$ cat src/logic/cfc_pkg.sv
package cfc_pkg;

    // ----------------------------------------------------------------
    // Register map and keys
    // ----------------------------------------------------------------
    localparam logic [7:0] OFS_PHY_CTRL = 8'h00;
    localparam logic [7:0] OFS_FREQ     = 8'h04;
    localparam logic [7:0] OFS_STANDBY_REQUEST_BIT     = 8'h08;
    localparam logic [7:0] OFS_WDT_CNT  = 8'h0C;
    localparam logic [7:0] OFS_WDT_CSR  = 8'h10;
    localparam logic [7:0] OFS_STATUS   = 8'h14;
    localparam logic [7:0] KEY_PHY      = 8'h5A;
    localparam logic [7:0] KEY_WDT_CNT  = 8'h5A;
    localparam logic [7:0] KEY_WDT_CSR  = 8'hA5;

    // ----------------------------------------------------------------
    // Field positions
    // ----------------------------------------------------------------
    localparam int PHY_SRC_LSB  = 6;
    localparam int PHY_DIV_LSB  = 0;
    localparam int FREQ_MUL_LSB = 8;
    localparam int FREQ_DIV_LSB = 0;
    localparam int STANDBY_REQUEST_BIT_REQ_BIT = 0;
    localparam int DEFER_BIT    = 1;
    localparam int WDT_RUN_BIT  = 7;
    localparam int WDT_CKS_LSB  = 0;

    // ----------------------------------------------------------------
    // Codes and reset values
    // ----------------------------------------------------------------
    localparam logic [2:0] DIV_X1       = 3'h0;
    localparam logic [2:0] DIV_X2       = 3'h1;
    localparam logic [2:0] DIV_X4       = 3'h3;
    localparam logic [2:0] MUL_X1       = 3'h0;
    localparam logic [2:0] MUL_X2       = 3'h1;
    localparam logic [1:0] RST_PHY_SRC  = 2'h1;
    localparam logic [2:0] RST_PHY_DIV  = DIV_X4;
    localparam logic [2:0] RST_MUL      = MUL_X1;
    localparam logic [2:0] RST_DIV      = DIV_X4;
    localparam logic [1:0] POR_CATCH    = 2'h2;

    // ----------------------------------------------------------------
    // Types
    // ----------------------------------------------------------------
    typedef struct packed {
        logic [2:0] mult;
        logic [2:0] div;
    } cfc_freq_s;

    typedef struct packed {
        logic        wr;
        logic        rd;
        logic [7:0]  addr;
        logic [15:0] wdata;
    } cfc_bus_s;

    typedef enum logic [1:0] {
        CFC_RUN     = 2'b00,
        CFC_STANDBY = 2'b01,
        CFC_WAKE    = 2'b11,
        CFC_PAUSE   = 2'b10
    } cfc_state_e;

endpackage

$ cat src/logic/cfc_clock_ctrl.sv
// Our own choices: the strobed register port and the address map.
`timescale 1ns/100ps
// Operation
// RULE1: PHY clock control written as 16 bits, key 5A upper, data lower.
// RULE2: Source select 00 and 01 both pick PLL1; reset 01; 10/11 prohibited.
// RULE3: PHY divider 000 /1, 001 /2, 011 /4; reset 011.
// RULE4: PHY control bits 5..3 read zero; software writes zero.
// RULE5: PHY control steers only the PHY clock output.
// RULE6: Outside party holds the PHY in reset while clocks change.
// RULE7: Core clock via multiplier; peripheral via multiplier or divider.
// RULE8: Multiplier resets to one.
// RULE9: Software preloads and stops watchdog before a multiplier change.
// RULE10: Multiplier write, no defer: pause core, run watchdog, bus clock on.
// RULE11: Watchdog overflow applies new clocks, resumes, and stops watchdog.
// RULE12: No external interrupt edge detection while clocks are paused.
// RULE13: Deferred-mode write does not change clocks immediately.
// RULE14: Divider-only change switches at once, no watchdog count.
// RULE15: Peripheral divider resets to 011.
// RULE16: Software writes only divider values legal for the mode.
// RULE17: Mode pins sampled at power-on and deferred standby entry.
// RULE18: Deferred settings take effect only after standby is left.
// RULE19: Software follows the fixed deferred mode change sequence.
// RULE20: After deferred standby exit, run with the value written before.
// RULE21: Handler clears standby bit, else standby is entered again.
// RULE22: After deferred multiplier change, divider-only writes never switch.
// RULE23: Multiplier 000 is x1, 001 is x2; others prohibited.
// RULE24: Peripheral divider 000 /1, 001 /2, 011 /4; others prohibited.
// RULE25: PHY control write with wrong key is ignored.
module cfc_clock_ctrl (
    input  wire logic              i_clk_sys,
    input  wire logic              i_rst_n,
    input  wire cfc_pkg::cfc_bus_s i_bus,
    input  wire logic              i_sleep,
    input  wire logic              i_wake_irq,
    input  wire logic [2:0]        i_mode_pins,
    output logic [15:0]            o_rdata,
    output cfc_pkg::cfc_freq_s     o_clk_setting,
    output logic [2:0]             o_clock_mode,
    output logic                   o_core_clk_run,
    output logic                   o_bus_clk_run,
    output logic                   o_edge_detect_en,
    output logic                   o_phy_clk
);
    import cfc_pkg::*;

    // ----------------------------------------------------------------
    // State and registers
    // ----------------------------------------------------------------
    cfc_state_e state;
    cfc_state_e next_state;
    cfc_freq_s  freq;
    cfc_freq_s  next_applied;
    logic [1:0] phy_src;
    logic [2:0] phy_div;
    logic       standby_request_bit_req;
    logic       defer;
    logic       wdt_run;
    logic [2:0] wdt_cks;
    logic       pending;
    logic [1:0] por_cnt;
    logic [2:0] mode_s1;
    logic [2:0] mode_s2;
    logic       wake_s1;
    logic       wake_s2;
    logic [7:0] wdt_count;
    logic       wdt_ovf;
    logic [15:0] rd_mux;

    // ----------------------------------------------------------------
    // Bus decode
    // ----------------------------------------------------------------
    wire [7:0] wkey     = i_bus.wdata[15:8];
    wire       wr_phy   = i_bus.wr && i_bus.addr == OFS_PHY_CTRL
                          && wkey == KEY_PHY;                     // [RULE1] [RULE25]
    wire       wr_freq  = i_bus.wr && i_bus.addr == OFS_FREQ
                          && state == CFC_RUN;
    wire       wr_standby_request_bit  = i_bus.wr && i_bus.addr == OFS_STANDBY_REQUEST_BIT;
    wire       wr_wcnt  = i_bus.wr && i_bus.addr == OFS_WDT_CNT
                          && wkey == KEY_WDT_CNT;
    wire       wr_wcsr  = i_bus.wr && i_bus.addr == OFS_WDT_CSR
                          && wkey == KEY_WDT_CSR;
    wire [2:0] new_mul  = i_bus.wdata[FREQ_MUL_LSB +: 3];
    wire [2:0] new_div  = i_bus.wdata[FREQ_DIV_LSB +: 3];
    wire       mult_chg = wr_freq && new_mul != freq.mult;

    // ----------------------------------------------------------------
    // Sequencing conditions
    // ----------------------------------------------------------------
    wire start_pause = wr_freq && !defer && mult_chg;             // [RULE10]
    wire apply_div   = wr_freq && !defer && !mult_chg
                       && !pending;                               // [RULE14] [RULE22]
    wire apply_all   = wdt_ovf && (state == CFC_PAUSE
                       || (state == CFC_WAKE && pending));        // [RULE11] [RULE20]
    wire go_standby  = i_sleep && standby_request_bit_req && state == CFC_RUN;   // [RULE21]
    wire wdt_cnt_en  = wdt_run || state == CFC_PAUSE
                       || state == CFC_WAKE;                      // [RULE10]
    wire catch_por   = por_cnt == POR_CATCH;

    // Next state of the clock sequencer
    always_comb begin
        next_state = state;
        case (state)
            CFC_RUN: begin
                if (start_pause) begin
                    next_state = CFC_PAUSE;                       // [RULE10]
                end else if (go_standby) begin
                    next_state = CFC_STANDBY;
                end
            end
            CFC_PAUSE: begin
                if (wdt_ovf) begin
                    next_state = CFC_RUN;                         // [RULE11]
                end
            end
            CFC_STANDBY: begin
                if (wake_s2) begin
                    next_state = CFC_WAKE;
                end
            end
            CFC_WAKE: begin
                if (wdt_ovf) begin
                    next_state = CFC_RUN;
                end
            end
            default: next_state = CFC_RUN;
        endcase
    end

    // Applied setting: whole on overflow, divider alone when allowed
    assign next_applied = apply_all ? freq
                        : apply_div ? cfc_freq_s'{mult: o_clk_setting.mult,
                                                  div:  new_div}
                        : o_clk_setting;                          // [RULE7] [RULE13] [RULE18]

    // ----------------------------------------------------------------
    // Synchronisers for pins
    // ----------------------------------------------------------------
    always_ff @(posedge i_clk_sys or negedge i_rst_n) begin
        if (!i_rst_n) begin
            mode_s1 <= 3'h0;
            mode_s2 <= 3'h0;
            wake_s1 <= 1'b0;
            wake_s2 <= 1'b0;
        end else begin
            mode_s1 <= i_mode_pins;
            mode_s2 <= mode_s1;
            wake_s1 <= i_wake_irq;
            wake_s2 <= wake_s1;
        end
    end

    // Power-on mode capture once the synchroniser is filled
    always_ff @(posedge i_clk_sys or negedge i_rst_n) begin
        if (!i_rst_n) begin
            por_cnt <= 2'h0;
        end else if (por_cnt != 2'h3) begin
            por_cnt <= 2'(por_cnt + 2'h1);
        end
    end

    // Clock mode latch: at power-on and on deferred standby entry
    always_ff @(posedge i_clk_sys or negedge i_rst_n) begin
        if (!i_rst_n) begin
            o_clock_mode <= 3'h0;
        end else if (catch_por || (go_standby && defer)) begin
            o_clock_mode <= mode_s2;                              // [RULE17]
        end
    end

    // ----------------------------------------------------------------
    // Software registers
    // ----------------------------------------------------------------
    always_ff @(posedge i_clk_sys or negedge i_rst_n) begin
        if (!i_rst_n) begin
            phy_src <= RST_PHY_SRC;                               // [RULE2]
            phy_div <= RST_PHY_DIV;                               // [RULE3]
        end else if (wr_phy) begin
            phy_src <= i_bus.wdata[PHY_SRC_LSB +: 2];
            phy_div <= i_bus.wdata[PHY_DIV_LSB +: 3];
        end
    end

    // Frequency register; reset values are x1 and /4
    always_ff @(posedge i_clk_sys or negedge i_rst_n) begin
        if (!i_rst_n) begin
            freq <= '{mult: RST_MUL, div: RST_DIV};               // [RULE8] [RULE15]
        end else if (wr_freq) begin
            freq <= '{mult: new_mul, div: new_div};               // [RULE23] [RULE24]
        end
    end

    // Standby control and watchdog control bits
    always_ff @(posedge i_clk_sys or negedge i_rst_n) begin
        if (!i_rst_n) begin
            standby_request_bit_req <= 1'b0;
            defer    <= 1'b0;
            wdt_run  <= 1'b0;
            wdt_cks  <= 3'h0;
        end else begin
            if (wr_standby_request_bit) begin
                standby_request_bit_req <= i_bus.wdata[STANDBY_REQUEST_BIT_REQ_BIT];
                defer    <= i_bus.wdata[DEFER_BIT];
            end
            if (wr_wcsr) begin
                wdt_run <= i_bus.wdata[WDT_RUN_BIT];
                wdt_cks <= i_bus.wdata[WDT_CKS_LSB +: 3];
            end
        end
    end

    // Deferred change pending until the post-standby overflow
    always_ff @(posedge i_clk_sys or negedge i_rst_n) begin
        if (!i_rst_n) begin
            pending <= 1'b0;
        end else if (wr_freq && defer) begin
            pending <= 1'b1;                                      // [RULE18] [RULE22]
        end else if (apply_all && state == CFC_WAKE) begin
            pending <= 1'b0;
        end
    end

    // ----------------------------------------------------------------
    // Sequencer state and clock gates
    // ----------------------------------------------------------------
    always_ff @(posedge i_clk_sys or negedge i_rst_n) begin
        if (!i_rst_n) begin
            state            <= CFC_RUN;
            o_clk_setting    <= '{mult: RST_MUL, div: RST_DIV};
            o_core_clk_run   <= 1'b1;
            o_bus_clk_run    <= 1'b1;
            o_edge_detect_en <= 1'b1;
        end else begin
            state            <= next_state;
            o_clk_setting    <= next_applied;
            o_core_clk_run   <= next_state == CFC_RUN;
            o_bus_clk_run    <= next_state != CFC_STANDBY;        // [RULE10]
            o_edge_detect_en <= next_state == CFC_RUN;            // [RULE12]
        end
    end

    // ----------------------------------------------------------------
    // Read path, answered one cycle after the strobe
    // ----------------------------------------------------------------
    assign rd_mux =
        i_bus.addr == OFS_PHY_CTRL ? {8'h00, phy_src, 3'h0, phy_div} // [RULE4]
      : i_bus.addr == OFS_FREQ     ? {5'h00, freq.mult, 5'h00, freq.div}
      : i_bus.addr == OFS_STANDBY_REQUEST_BIT     ? {14'h0000, defer, standby_request_bit_req}
      : i_bus.addr == OFS_WDT_CNT  ? {8'h00, wdt_count}
      : i_bus.addr == OFS_WDT_CSR  ? {8'h00, wdt_run, 4'h0, wdt_cks}
      : i_bus.addr == OFS_STATUS   ? {8'h00, pending, o_clock_mode,
                                      2'h0, state}
      : 16'h0000;

    always_ff @(posedge i_clk_sys or negedge i_rst_n) begin
        if (!i_rst_n) begin
            o_rdata <= 16'h0000;
        end else begin
            o_rdata <= i_bus.rd ? rd_mux : 16'h0000;
        end
    end

    // ----------------------------------------------------------------
    // Submodules
    // ----------------------------------------------------------------
    cfc_wdt u_wdt (
        .i_clk_sys  (i_clk_sys),
        .i_rst_n    (i_rst_n),
        .i_load     (wr_wcnt),
        .i_load_val (i_bus.wdata[7:0]),
        .i_cks      (wdt_cks),
        .i_count_en (wdt_cnt_en),
        .o_count    (wdt_count),
        .o_ovf      (wdt_ovf)
    );

    // PHY clock depends on the PHY control register alone
    cfc_phy_clkdiv u_phy (
        .i_clk_sys  (i_clk_sys),
        .i_rst_n    (i_rst_n),
        .i_div_code (phy_div),                                    // [RULE5]
        .o_phy_clk  (o_phy_clk)
    );
endmodule

$ cat src/logic/cfc_phy_clkdiv.sv
`timescale 1ns/100ps
module cfc_phy_clkdiv (
    input  wire logic       i_clk_sys,
    input  wire logic       i_rst_n,
    input  wire logic [2:0] i_div_code,
    output logic            o_phy_clk
);
    import cfc_pkg::*;

    // ----------------------------------------------------------------
    // Last count of each half period (half period minus one) per divider code
    // ----------------------------------------------------------------
    function automatic logic [1:0] half_last(input logic [2:0] code);
        case (code)
            DIV_X1:  half_last = 2'h0;
            DIV_X2:  half_last = 2'h1;
            default: half_last = 2'h3;
        endcase
    endfunction

    logic [1:0] cnt;
    wire        wrap = (cnt >= half_last(i_div_code));

    // Toggle the PHY clock at the end of each half period
    always_ff @(posedge i_clk_sys or negedge i_rst_n) begin
        if (!i_rst_n) begin
            cnt       <= 2'h0;
            o_phy_clk <= 1'b0;
        end else begin
            cnt       <= wrap ? 2'h0 : 2'(cnt + 2'h1);
            o_phy_clk <= wrap ? ~o_phy_clk : o_phy_clk;
        end
    end
endmodule

$ cat src/logic/cfc_wdt.sv
`timescale 1ns/100ps
module cfc_wdt (
    input  wire logic       i_clk_sys,
    input  wire logic       i_rst_n,
    input  wire logic       i_load,
    input  wire logic [7:0] i_load_val,
    input  wire logic [2:0] i_cks,
    input  wire logic       i_count_en,
    output logic [7:0]      o_count,
    output logic            o_ovf
);
    import cfc_pkg::*;

    // ----------------------------------------------------------------
    // Prescaler mask per clock select (x1 down to x1/4096)
    // ----------------------------------------------------------------
    function automatic logic [11:0] cks_mask(input logic [2:0] cks);
        case (cks)
            3'h0:    cks_mask = 12'h000;
            3'h1:    cks_mask = 12'h003;
            3'h2:    cks_mask = 12'h00F;
            3'h3:    cks_mask = 12'h01F;
            3'h4:    cks_mask = 12'h03F;
            3'h5:    cks_mask = 12'h0FF;
            3'h6:    cks_mask = 12'h3FF;
            default: cks_mask = 12'hFFF;
        endcase
    endfunction

    logic [11:0] pre;
    wire         tick = i_count_en
                        && ((pre & cks_mask(i_cks)) == cks_mask(i_cks));
    wire         wrap = tick && (o_count == 8'hFF);

    // Prescaler runs only while counting is enabled
    always_ff @(posedge i_clk_sys or negedge i_rst_n) begin
        if (!i_rst_n) begin
            pre <= 12'h000;
        end else begin
            pre <= i_count_en ? 12'(pre + 12'h001) : 12'h000;
        end
    end

    // Counter with load priority; overflow is a one-cycle pulse
    always_ff @(posedge i_clk_sys or negedge i_rst_n) begin
        if (!i_rst_n) begin
            o_count <= 8'h00;
            o_ovf   <= 1'b0;
        end else begin
            o_count <= i_load ? i_load_val
                     : (tick ? 8'(o_count + 8'h01) : o_count);
            o_ovf   <= wrap && !i_load;
        end
    end
endmodule

$ cat config.mk
export PLATFORM = sky130hd
export DESIGN_NAME = cfc_clock_ctrl
export DESIGN_NICKNAME = d
export VERILOG_FILES = /design/src/logic/cfc_pkg.sv /design/src/logic/cfc_clock_ctrl.sv /design/src/logic/cfc_phy_clkdiv.sv /design/src/logic/cfc_wdt.sv
export SDC_FILE = /design/constraint.sdc
export NUM_CORES = 1
export LEC_CHECK = 0
export BUFFER_PORTS_ARGS = -buffer_cell sky130_fd_sc_hd__buf_2
export CORE_MARGIN = 2
export CORE_UTILIZATION = 50
export CTS_CLUSTER_DIAMETER = 200
export DETAILED_ROUTE_END_ITERATION = 7
export HOLD_SLACK_MARGIN = 0.03
export PLACE_DENSITY = 0.7
export SYNTH_ARGS = -nofsm -noshare
export SYNTH_HDL_FRONTEND = slang
export SYNTH_SLANG_ARGS = --single-unit
$ cat constraint.sdc
create_clock -name i_clk_sys -period 2.15 [get_ports i_clk_sys]
set_clock_uncertainty 0.05 [all_clocks]
set_input_delay 0.43 -clock i_clk_sys [delete_from_list [all_inputs] [get_ports i_clk_sys]]
set_output_delay 0.43 -clock i_clk_sys [all_outputs]
set_load 0.1 [all_outputs]
* Yosys cells after proc, flatten, opt, wreduce, memory -nomap -nowiden
Cells that the tools add are included.
** Operators by class
- Muxes and demuxes :: 22
- Add/sub/neg operators :: 4
- Bitwise gates (word level) :: 2
- Order comparisons :: 1
- Reduce and logical (&&, ||, !) cells :: 41
- Equal/unequal tests :: 23
** Operators by type and width (number)
- one-hot mux 12 bit (7 select lines) :: 1
- 2-to-1 mux 8 bit :: 6
- 2-to-1 mux 11 bit :: 3
- logical AND 1 bit :: 24
- == test 8 x 4 -> 1 bit (second input constant) :: 2
- == test 8 x 5 -> 1 bit (second input constant) :: 2
- == test 8 bit (second input constant) :: 2
- adder 12 x 1 -> 12 bit (second input constant) :: 1
- bitwise AND 12 bit :: 1
- == test 12 bit :: 1
- 2-to-1 mux 12 bit :: 1
- 2-to-1 mux 2 bit :: 5
- == test 3 bit (second input constant) :: 3
- adder 8 x 1 -> 8 bit (second input constant) :: 1
- == test 8 x 3 -> 1 bit (second input constant) :: 1
- == test 8 x 7 -> 1 bit (second input constant) :: 1
- zero test 8 bit :: 1
- == test 2 bit (second input constant) :: 3
- == test 3 x 1 -> 1 bit (second input constant) :: 2
- == test 3 x 2 -> 1 bit (second input constant) :: 2
- zero test 3 bit :: 2
- 2-to-1 mux 6 bit :: 1
- one-hot mux 2 bit (3 select lines) :: 1
- nonzero test 2 bit :: 3
- 14 further kinds :: 23
** Storage, ports and cells
- Logic and storage cells :: 119
- Register bits :: 76
- Input port bits :: 33

* Longest topological paths before layout
Gate-level depths: netlist of run 1.
- Depth after elaboration :: 9
- Mapped depth :: 7
- Depth with buffers taken out :: 6

* Hierarchy
A second synthesis of run 1 with hierarchy kept.
** Unflattened totals
- Cell total of the unflattened synthesis :: 350
- Area, all modules :: 3756.1 µm²
** By module, submodules not included
- cfc_clock_ctrl :: cells each 215, instances 1, area an instance 2437.3 µm²
- cfc_wdt :: cells each 121, instances 1, area an instance 1166.1 µm²
- cfc_phy_clkdiv :: cells each 14, instances 1, area an instance 152.6 µm²

* Worst setup path after synthesis of run 1
Ideal clock, no wire load.
- Kind :: input port to flip-flop
- From :: in i_bus[17] (netlist bit)
- To :: reg o_clk_setting[2] (netlist bit)
- Setup slack :: -0.164 ns
- Stages on the path :: 7
- Data arrival time :: 2.117 ns
- Cell sequence :: or4_4 > nor4_4 > and4_1 > buf_6 > nor4b_4 > mux2i_1 > a21oi_1
** On the way
- Longest elaborated chain between the ends :: 8
- Elaborated cells on any way between the ends :: 9
** Ends and longest elaborated chain
- from (decl) :: line cfc_clock_ctrl.sv:32 : input wire cfc_pkg::cfc_bus_s i_bus,
- == test 8 x 3 -> 1 bit (*) :: line cfc_clock_ctrl.sv:75 : wire wr_freq = i_bus.wr && i_bus.addr == OFS_FREQ
- logical AND 1 bit (*) :: line cfc_clock_ctrl.sv:75
- logical AND 1 bit (*) :: line cfc_clock_ctrl.sv:76 : && state == CFC_RUN;
- logical AND 1 bit :: line cfc_clock_ctrl.sv:84 : wire mult_chg = wr_freq && new_mul != freq.mult;
- zero test 1 bit :: line cfc_clock_ctrl.sv:90 : wire apply_div = wr_freq && !defer && !mult_chg
- logical AND 1 bit (*) :: line cfc_clock_ctrl.sv:90
- logical AND 1 bit (*) :: line cfc_clock_ctrl.sv:91 : && !pending;
- nonzero test 2 bit (no source line) (*)
- to (signal assigned) :: line cfc_clock_ctrl.sv:228 : o_clk_setting <= '{mult: RST_MUL, div: RST_DIV};
- to (signal assigned) :: line cfc_clock_ctrl.sv:234 : o_clk_setting <= next_applied;
- to (decl) :: line cfc_clock_ctrl.sv:37 : output cfc_pkg::cfc_freq_s o_clk_setting,
Every way passes the cells marked *; elsewhere a longest branch is shown, timed or not.
A chain may end at the register's enable or synchronous reset.

* Worst setup path after layout of run 1
Ends and elaborated chain as after synthesis.

==> results of run 1 <==
==> power by group <==
part	internal, mW	switching [mW]	leakage (nW)	total (mW)
Combinational	0.335	0.550	0.973	0.885
Sequential	1.63	0.226	0.943	1.85
Clock	0.778	0.536	0.120	1.31
==> per-stage QoR <==
step	cell area (sq um)	worst slack, ns	power [mW]
after detailed placement	4116	-0.2312	2.760
after floorplan	3623	-0.1642	2.486
after CTS	4374	0.1463	4.082
after global placement	4116	-0.1997	2.734
after global routing	4374	0.02693	4.266
final	4374	0.1254	4.052
==> registers in the layout (all words and copies together) (netlist names), 3 cells and up <==
signal and cells:
u_wdt.o_count 8, wdt_cks 3, mode_s2 3, o_rdata 11
o_clk_setting 6, u_wdt.pre 12, freq 6, mode_s1 3
o_clock_mode 3, phy_div 3
==> per-layer routing <==
metal  track usage (%)  vias up  part of all wire, %
li1                  -     1279                    -
met1             29.10     1283                   45
met2             34.18       73                   48
met3             5.877        9                  5.3
met4             6.198        0                  1.2
met5                 0        -                    0
==> worst reg2reg max path, stage by stage, from the launching register on <==
cell,delay [ns]
dfrtp_1,0.43
nand4_1,0.15
a221oi_1,0.33
o221ai_1,0.16
buf_4,0.20
nor4_1,0.47
==> cell families (layout without fill, tap and decap cells) <==
logic type / count (synthesis) / count (layout) / share of synthesized area [%]
and+or+nand+nor: 115 / 115 / 17.62
DFF: 76 / 76 / 53.46
AOI/OAI and AO/OA: 49 / 49 / 8.392
muxes: 32 / 32 / 9.825
xor gates and xnor gates: 23 / 23 / 5.629
buffers and inverters: 19 / 100 / 2.867
adders and majority gates: 6 / 6 / 2.098
other: 1 / 5 / 0.1048
==> path summary, 6_finish.rpt <==
check                                   end  slack, ns  cells after the start
max in group asynchronous           freq[1]       0.97                      3
min in group asynchronous      u_wdt.pre[0]       0.45                      2
max                        o_clk_setting[2]       0.13                      7
min reg2reg                      mode_s2[2]       0.31                      0
max reg2reg                     u_wdt.o_ovf       0.20                      5
min                              mode_s1[0]       0.12                      1
==> cells in the final DEF, fill, tap and decap left out, types with 3 or more instances in the layout <==
cell,synthesis,final
a32oi_1,3,3
a21oi_1,16,16
nand2_1,26,26
nor2_1,34,34
inv_1,5,5
xnor2_1,13,13
bufinv_16,0,3
a22oi_1,4,4
dfrtp_1,67,67
and2_1,3,3
nor2b_1,6,6
mux2_4,0,4
o21ai_0,15,15
and3_1,5,5
dfstp_2,9,9
ha_1,6,6
conb_1,1,5
nand3_1,13,13
buf_4,6,21
clkbuf_8,0,9
mux2_2,25,21
xor2_1,10,10
mux2i_1,7,7
buf_2,1,55
nor3_1,5,5
and4_1,5,5
==> area by class of cell <==
class	instances	area share [%]
multi-input cells	230	36.76
flip-flops and latches	76	43.74
clock inverters	7	2.832
clock buffers	9	2.832
well taps	96	2.746
repair buffers	78	10.58
inverters	6	0.5149
==> impl_metrics.py, run 1 <==
metrics = {
    "status": {
        "status": "finished, final reports clean",
    },
    "floorplan": {
        "core_area_sq_um": 6869,
        "start_util_pct": 52.09,
        "chipHeight_um": 88.60,
        "rows": 30,
        "dieWidth_um": 88.60,
        "io_pins": 62,
        "dieArea_sq_um": 7850,
    },
    "yosys": {
        "yosys-top-cells-area": "dfrtp_1, mux2_2, dfstp_2, nor2_1, xnor2_1",
        "synth_edf_count": 0,
        "ys_warn_count": 0,
        "syn_avg_cell_area_sq_um": 11.15,
        "synth_top_area_share_pct": 46.85,
        "ys_seq_area_share_pct": 53.46,
        "netlist-cell-type-count": 50,
        "synth_flop_cell": "dfrtp_1",
        "async_reset_ff_share_pct": 100.0,
        "ys_ff_latch": 76,
        "synth_top_area_cell": "dfrtp_1",
        "synth_common_cells": "dfrtp_1, nor2_1, nand2_1",
        "yosysMostFrequentCell": "dfrtp_1",
        "synthCells": 321,
        "synth.cell_area_sq_um": 3578,
    },
    "sta": {
        "hold_viol_final": 0,
        "setup-violations-final": 0,
        "fmax_ghz": 0.4939,
        "setup_tns_ns": 0,
        "tightest_slew_ns": 0.7104,
        "rsz0062_at_grt": "no",
        "timing.hold.ws_ns": 0.1233,
        "fin_crit_sh_pct": 94.17,
        "max_slew_margin_pct": 52.32,
        "period_needed_ns": 2.025,
        "drv_slew": 0,
    },
    "finish": {
        "seq_area_sq_um": 1913,
        "fin_nets": 440,
        "multi_input_area_sq_um": 1608,
        "stdcell_count": 502,
        "area_growth_pct": 22.24,
        "drive_gt1_share_pct": 33.50,
        "fillers": 542,
        "post-route-util_pct": 63.68,
        "antenna_cells": 0,
    },
    "critical_path": {
        "cp_data_required_time_ns": 2.31,
        "critPathMaxFanout": 3,
        "startpoint_type": "input port",
        "cp_slowest_cell": "or4_4",
        "cpPeakStageDelay_ns": 0.54,
        "criticalPathCategory": "in2reg",
        "startpoint": "i_bus[17]",
        "crit_family": "simple AND/OR/NAND/NOR gates",
        "cp.arrival_ns": 2.18,
        "end_kind": "flip-flop",
        "path_buf_inv": 1,
        "timing.rr.start": "u_wdt.pre[7]",
        "crit_chain": "buf_2, or4_4, nor4_4, and4_1, nor4b_4, mux2i_1, a21oi_1",
    },
    "route": {
        "ant_nets": 0,
        "viasPerCell": 5.267,
        "route.detailed.wl_per_inst_um": 15.34,
        "first_pass_iters": 4,
        "drc": 0,
        "vias": 2644,
        "first_iter_violations": 133,
        "finalWirelength_mm": 7.700,
    },
    "global_routing": {
        "grt_pass1_wl_mm": 12.50,
        "grt_max_degree": 55,
        "antenna_found_initial": 0,
        "overflow": 0,
        "grt_pass1_vias": 2580,
        "grt_usage_pct": 21.46,
    },
    "placement": {
        "place_congestion": 0.8855,
        "dp_cells": 485,
        "port_buffers": 56,
        "hpwl_mm": 5.777,
    },
    "worst_hold_path": {
        "hold_class": "in2reg",
        "hp-start": "i_mode_pins[0]",
    },
    "power": {
        "p_leak_nw": 2.037,
        "ir_worst_vdd_uv": 511.4,
        "power_density_nw_per_um2": 926.3,
    },
    "clock_network": {
        "clock_latency_ns": 0.35,
        "clock-root-buffer": "clkbuf_8",
        "cts_made_buffers": 9,
        "cts_tree": "done",
        "cts.sinks": 76,
        "cts_buffer_depth": 2,
        "cts.repair.resized": 0,
        "hold_buffers": 1,
        "clkTransAtPathRegs_ns": 0.08,
        "cts_max_level": 3,
        "post_cts_buffers": 0,
    },
    "flow_run": {
        "maxCapViolations": 0,
    },
}
No activity file was read; power rests on OpenSTA's default activity.
==> run 2: changes to the inputs <==
--- a/config.mk
+++ b/config.mk
@@ -5,13 +5,15 @@
 export SDC_FILE = /design/constraint.sdc
 export NUM_CORES = 1
 export LEC_CHECK = 0
-export BUFFER_PORTS_ARGS = -buffer_cell sky130_fd_sc_hd__buf_2
+export CELL_PAD_IN_SITES_DETAIL_PLACEMENT = 1
+export CELL_PAD_IN_SITES_GLOBAL_PLACEMENT = 2
 export CORE_MARGIN = 2
-export CORE_UTILIZATION = 50
+export CORE_UTILIZATION = 41
 export CTS_CLUSTER_DIAMETER = 200
 export DETAILED_ROUTE_END_ITERATION = 7
+export DONT_BUFFER_PORTS = 1
 export HOLD_SLACK_MARGIN = 0.03
-export PLACE_DENSITY = 0.7
+export PLACE_DENSITY = 0.77
 export SYNTH_ARGS = -nofsm -noshare
 export SYNTH_HDL_FRONTEND = slang
 export SYNTH_SLANG_ARGS = --single-unit
==> run 2 against run 1 <==
Net effect: the flow now finishes with violations (hold timing); combinational power down 24%; via count fell by 5.4%; power shrank 4.6%; global-route usage fell by 2.8 points; sequential share of layout area increased by 2.5 points; cell area decreased by 5.5%; setup slack improved by 0.12 ns; critical path depth unchanged; sequential power rose by 6%; non-clock buffer count decreased by 49; critical endpoint is now u_wdt.o_count[7]; largest cell class unchanged; highest routed layer unchanged.
==> impl_metrics.py, run 2 (synthesized netlist as in run 1, its figures left out) <==
metrics = {
    "sta": {
        "fmax_ghz": 0.5254,
        "tightest_slew_ns": 0.9407,
        "rsz0062_at_grt": "no",
        "setup-violations-final": 0,
        "timing.hold.ws_ns": -0.2742,
        "period_needed_ns": 1.903,
        "hold_viol_final": 76,
        "drv_slew": 0,
        "fin_crit_sh_pct": 88.53,
        "max_slew_margin_pct": 37.29,
    },
    "route": {
        "drc": 0,
        "first_iter_violations": 96,
        "vias": 2502,
        "route.detailed.wl_per_inst_um": 17.74,
        "finalWirelength_mm": 8.250,
        "first_pass_iters": 4,
        "viasPerCell": 5.381,
        "ant_nets": 0,
    },
    "finish": {
        "post-route-util_pct": 48.11,
        "regMostFlops": "u_wdt.pre",
        "layout_commonest_cell": "dfrtp_1",
        "drive_gt1_share_pct": 24.37,
        "largest_registers": "u_wdt.pre: 12 flops, o_rdata: 11 flops, u_wdt.o_count: 8 flops",
        "largest_reg_flops": 12,
        "antenna_cells": 0,
        "area_growth_pct": 15.52,
        "final_cell_mix": "dfrtp_1, nor2_1, buf_4",
        "fin_area_sq_um": 4134,
        "fillers": 945,
        "fin_nets": 391,
        "stdcell_count": 465,
    },
    "power": {
        "ir_worst_vdd_uv": 427.2,
        "swShare_pct": 32.15,
        "p_clk_share_pct": 31.9,
        "p_leak_nw": 1.822,
        "power_density_nw_per_um2": 934.7,
        "p_comb_share_pct": 17.3,
        "intPower_mw": 2.622,
        "finalPower_mw": 3.864,
        "p_seq_share_pct": 50.8,
        "p_switching_mw": 1.242,
    },
    "global_routing": {
        "grt_usage_pct": 18.67,
        "grtUsageMet3_pct": 3.237,
        "met2_usage_pct": 29.92,
        "grt_pass1_wl_mm": 14.05,
        "use_met1_pct": 25.47,
        "grt_pass1_vias": 2682,
        "antenna_found_initial": 0,
        "overflow": 0,
        "top_usage_layer": "met2",
        "grt_max_degree": 77,
    },
    "status": {
        "violations": "hold timing",
        "status": "finished with violations",
    },
    "clock_network": {
        "clock_latency_ns": 0.34,
        "cts_tree": "done",
        "cts_made_buffers": 9,
        "clkTransAtPathRegs_ns": 0.08,
        "cts.sinks": 76,
        "cts.repair.resized": 0,
        "post_cts_buffers": 0,
        "cts_max_level": 3,
        "cts_buffer_depth": 2,
        "clock-root-buffer": "clkbuf_8",
    },
    "floorplan": {
        "dieWidth_um": 97.43,
        "dieArea_sq_um": 9492,
        "io_pins": 62,
        "core_area_sq_um": 8593,
        "start_util_pct": 41.64,
        "chipHeight_um": 97.43,
        "rows": 34,
    },
    "critical_path": {
        "startpoint_type": "flip-flop",
        "critPathMaxFanout": 9,
        "criticalPathCategory": "reg2reg",
        "cp.arrival_ns": 2.07,
        "end_kind": "flip-flop",
        "cp_data_required_time_ns": 2.32,
        "r2r_cells": 7,
    },
    "worst_hold_path": {
        "hold_class": "in2async",
    },
    "placement": {
        "port_buffers": 0,
        "place_area_sq_um": 3909,
        "dp_cells": 449,
        "hpwl_mm": 5.954,
        "place_congestion": 0.7997,
    },
    "flow_run": {
        "maxCapViolations": 0,
    },
}
[run 2: changes by cell type in the layout (fill, tap and decap cells not counted)]
cell | previous run | this run
clkbuf_8 | 9 | 10
bufinv_16 | 3 | 2
clkbuf_1 | 0 | 1
dlygate4sd3_1 | 1 | 0
buf_4 | 21 | 28
buf_2 | 55 | 0
clkinvlp_4 | 1 | 2
clkinv_4 | 2 | 0
[run 2: path summary, 6_finish.rpt]
path / slack (ns) / from / endpoint
max reg2reg: 0.25 / u_wdt.pre[7] / u_wdt.o_count[7]
min: -0.27 / i_rst_n / o_clk_setting[4]
max in group asynchronous: 2.13 / i_rst_n / phy_div[1]
min reg2reg: 0.31 / wake_s1 / wake_s2
max: 0.25 / u_wdt.pre[7] / u_wdt.o_count[7]
min in group i_clk_sys: 0.06 / i_wake_irq / wake_s1
[run 2: through the flow]
stage	TNS (ns)	setup slack, ns
after floorplan	-0.7518	-0.1642
after global placement	-0.3676	-0.09140
after detailed placement	-0.6005	-0.1111
after CTS	0	0.2100
after global routing	0	0.03993
final	0	0.2466
[run 2: critical path, stage by stage, from the launching register on]
cell      delay [ns]
dfrtp_1         0.42
nand4_1         0.14
a221oi_1        0.34
o221ai_1        0.15
buf_4           0.19
nor3_1          0.24
xnor2_1         0.15
o21ai_0         0.10
[run 2: layout make-up]
type | instances | area, sq um | share of cell area (%)
Sequential cell | 76 | 1913 | 46.28
Clock buffer | 11 | 141.4 | 3.420
Timing Repair Buffer | 29 | 230.2 | 5.569
Tap cell | 108 | 135.1 | 3.269
Multi-Input combinational cell | 230 | 1608 | 38.89
Clock inverter | 5 | 83.83 | 2.028
Inverter | 6 | 22.52 | 0.5448
[run 2: per-layer routing]
| layer | wire length [um] | up-vias |
|---|---|---|
| met5 | 0 | - |
| met4 | 129 | 0 |
| met3 | 257 | 10 |
| met2 | 3981 | 44 |
| met1 | 3881 | 1262 |
| li1 | - | 1186 |
[run 2: power groups by stage]
| stage | combinational (mW) | clock (mW) | sequential (mW) |
|---|---|---|---|
| after CTS | 0.683 | 1.28 | 1.96 |
| after global routing | 0.768 | 1.33 | 2.00 |
| final | 0.670 | 1.23 | 1.96 |
| after detailed placement | 0.672 | 0 | 1.99 |
| after global placement | 0.659 | 0 | 1.98 |
| after floorplan | 0.515 | 0 | 1.97 |
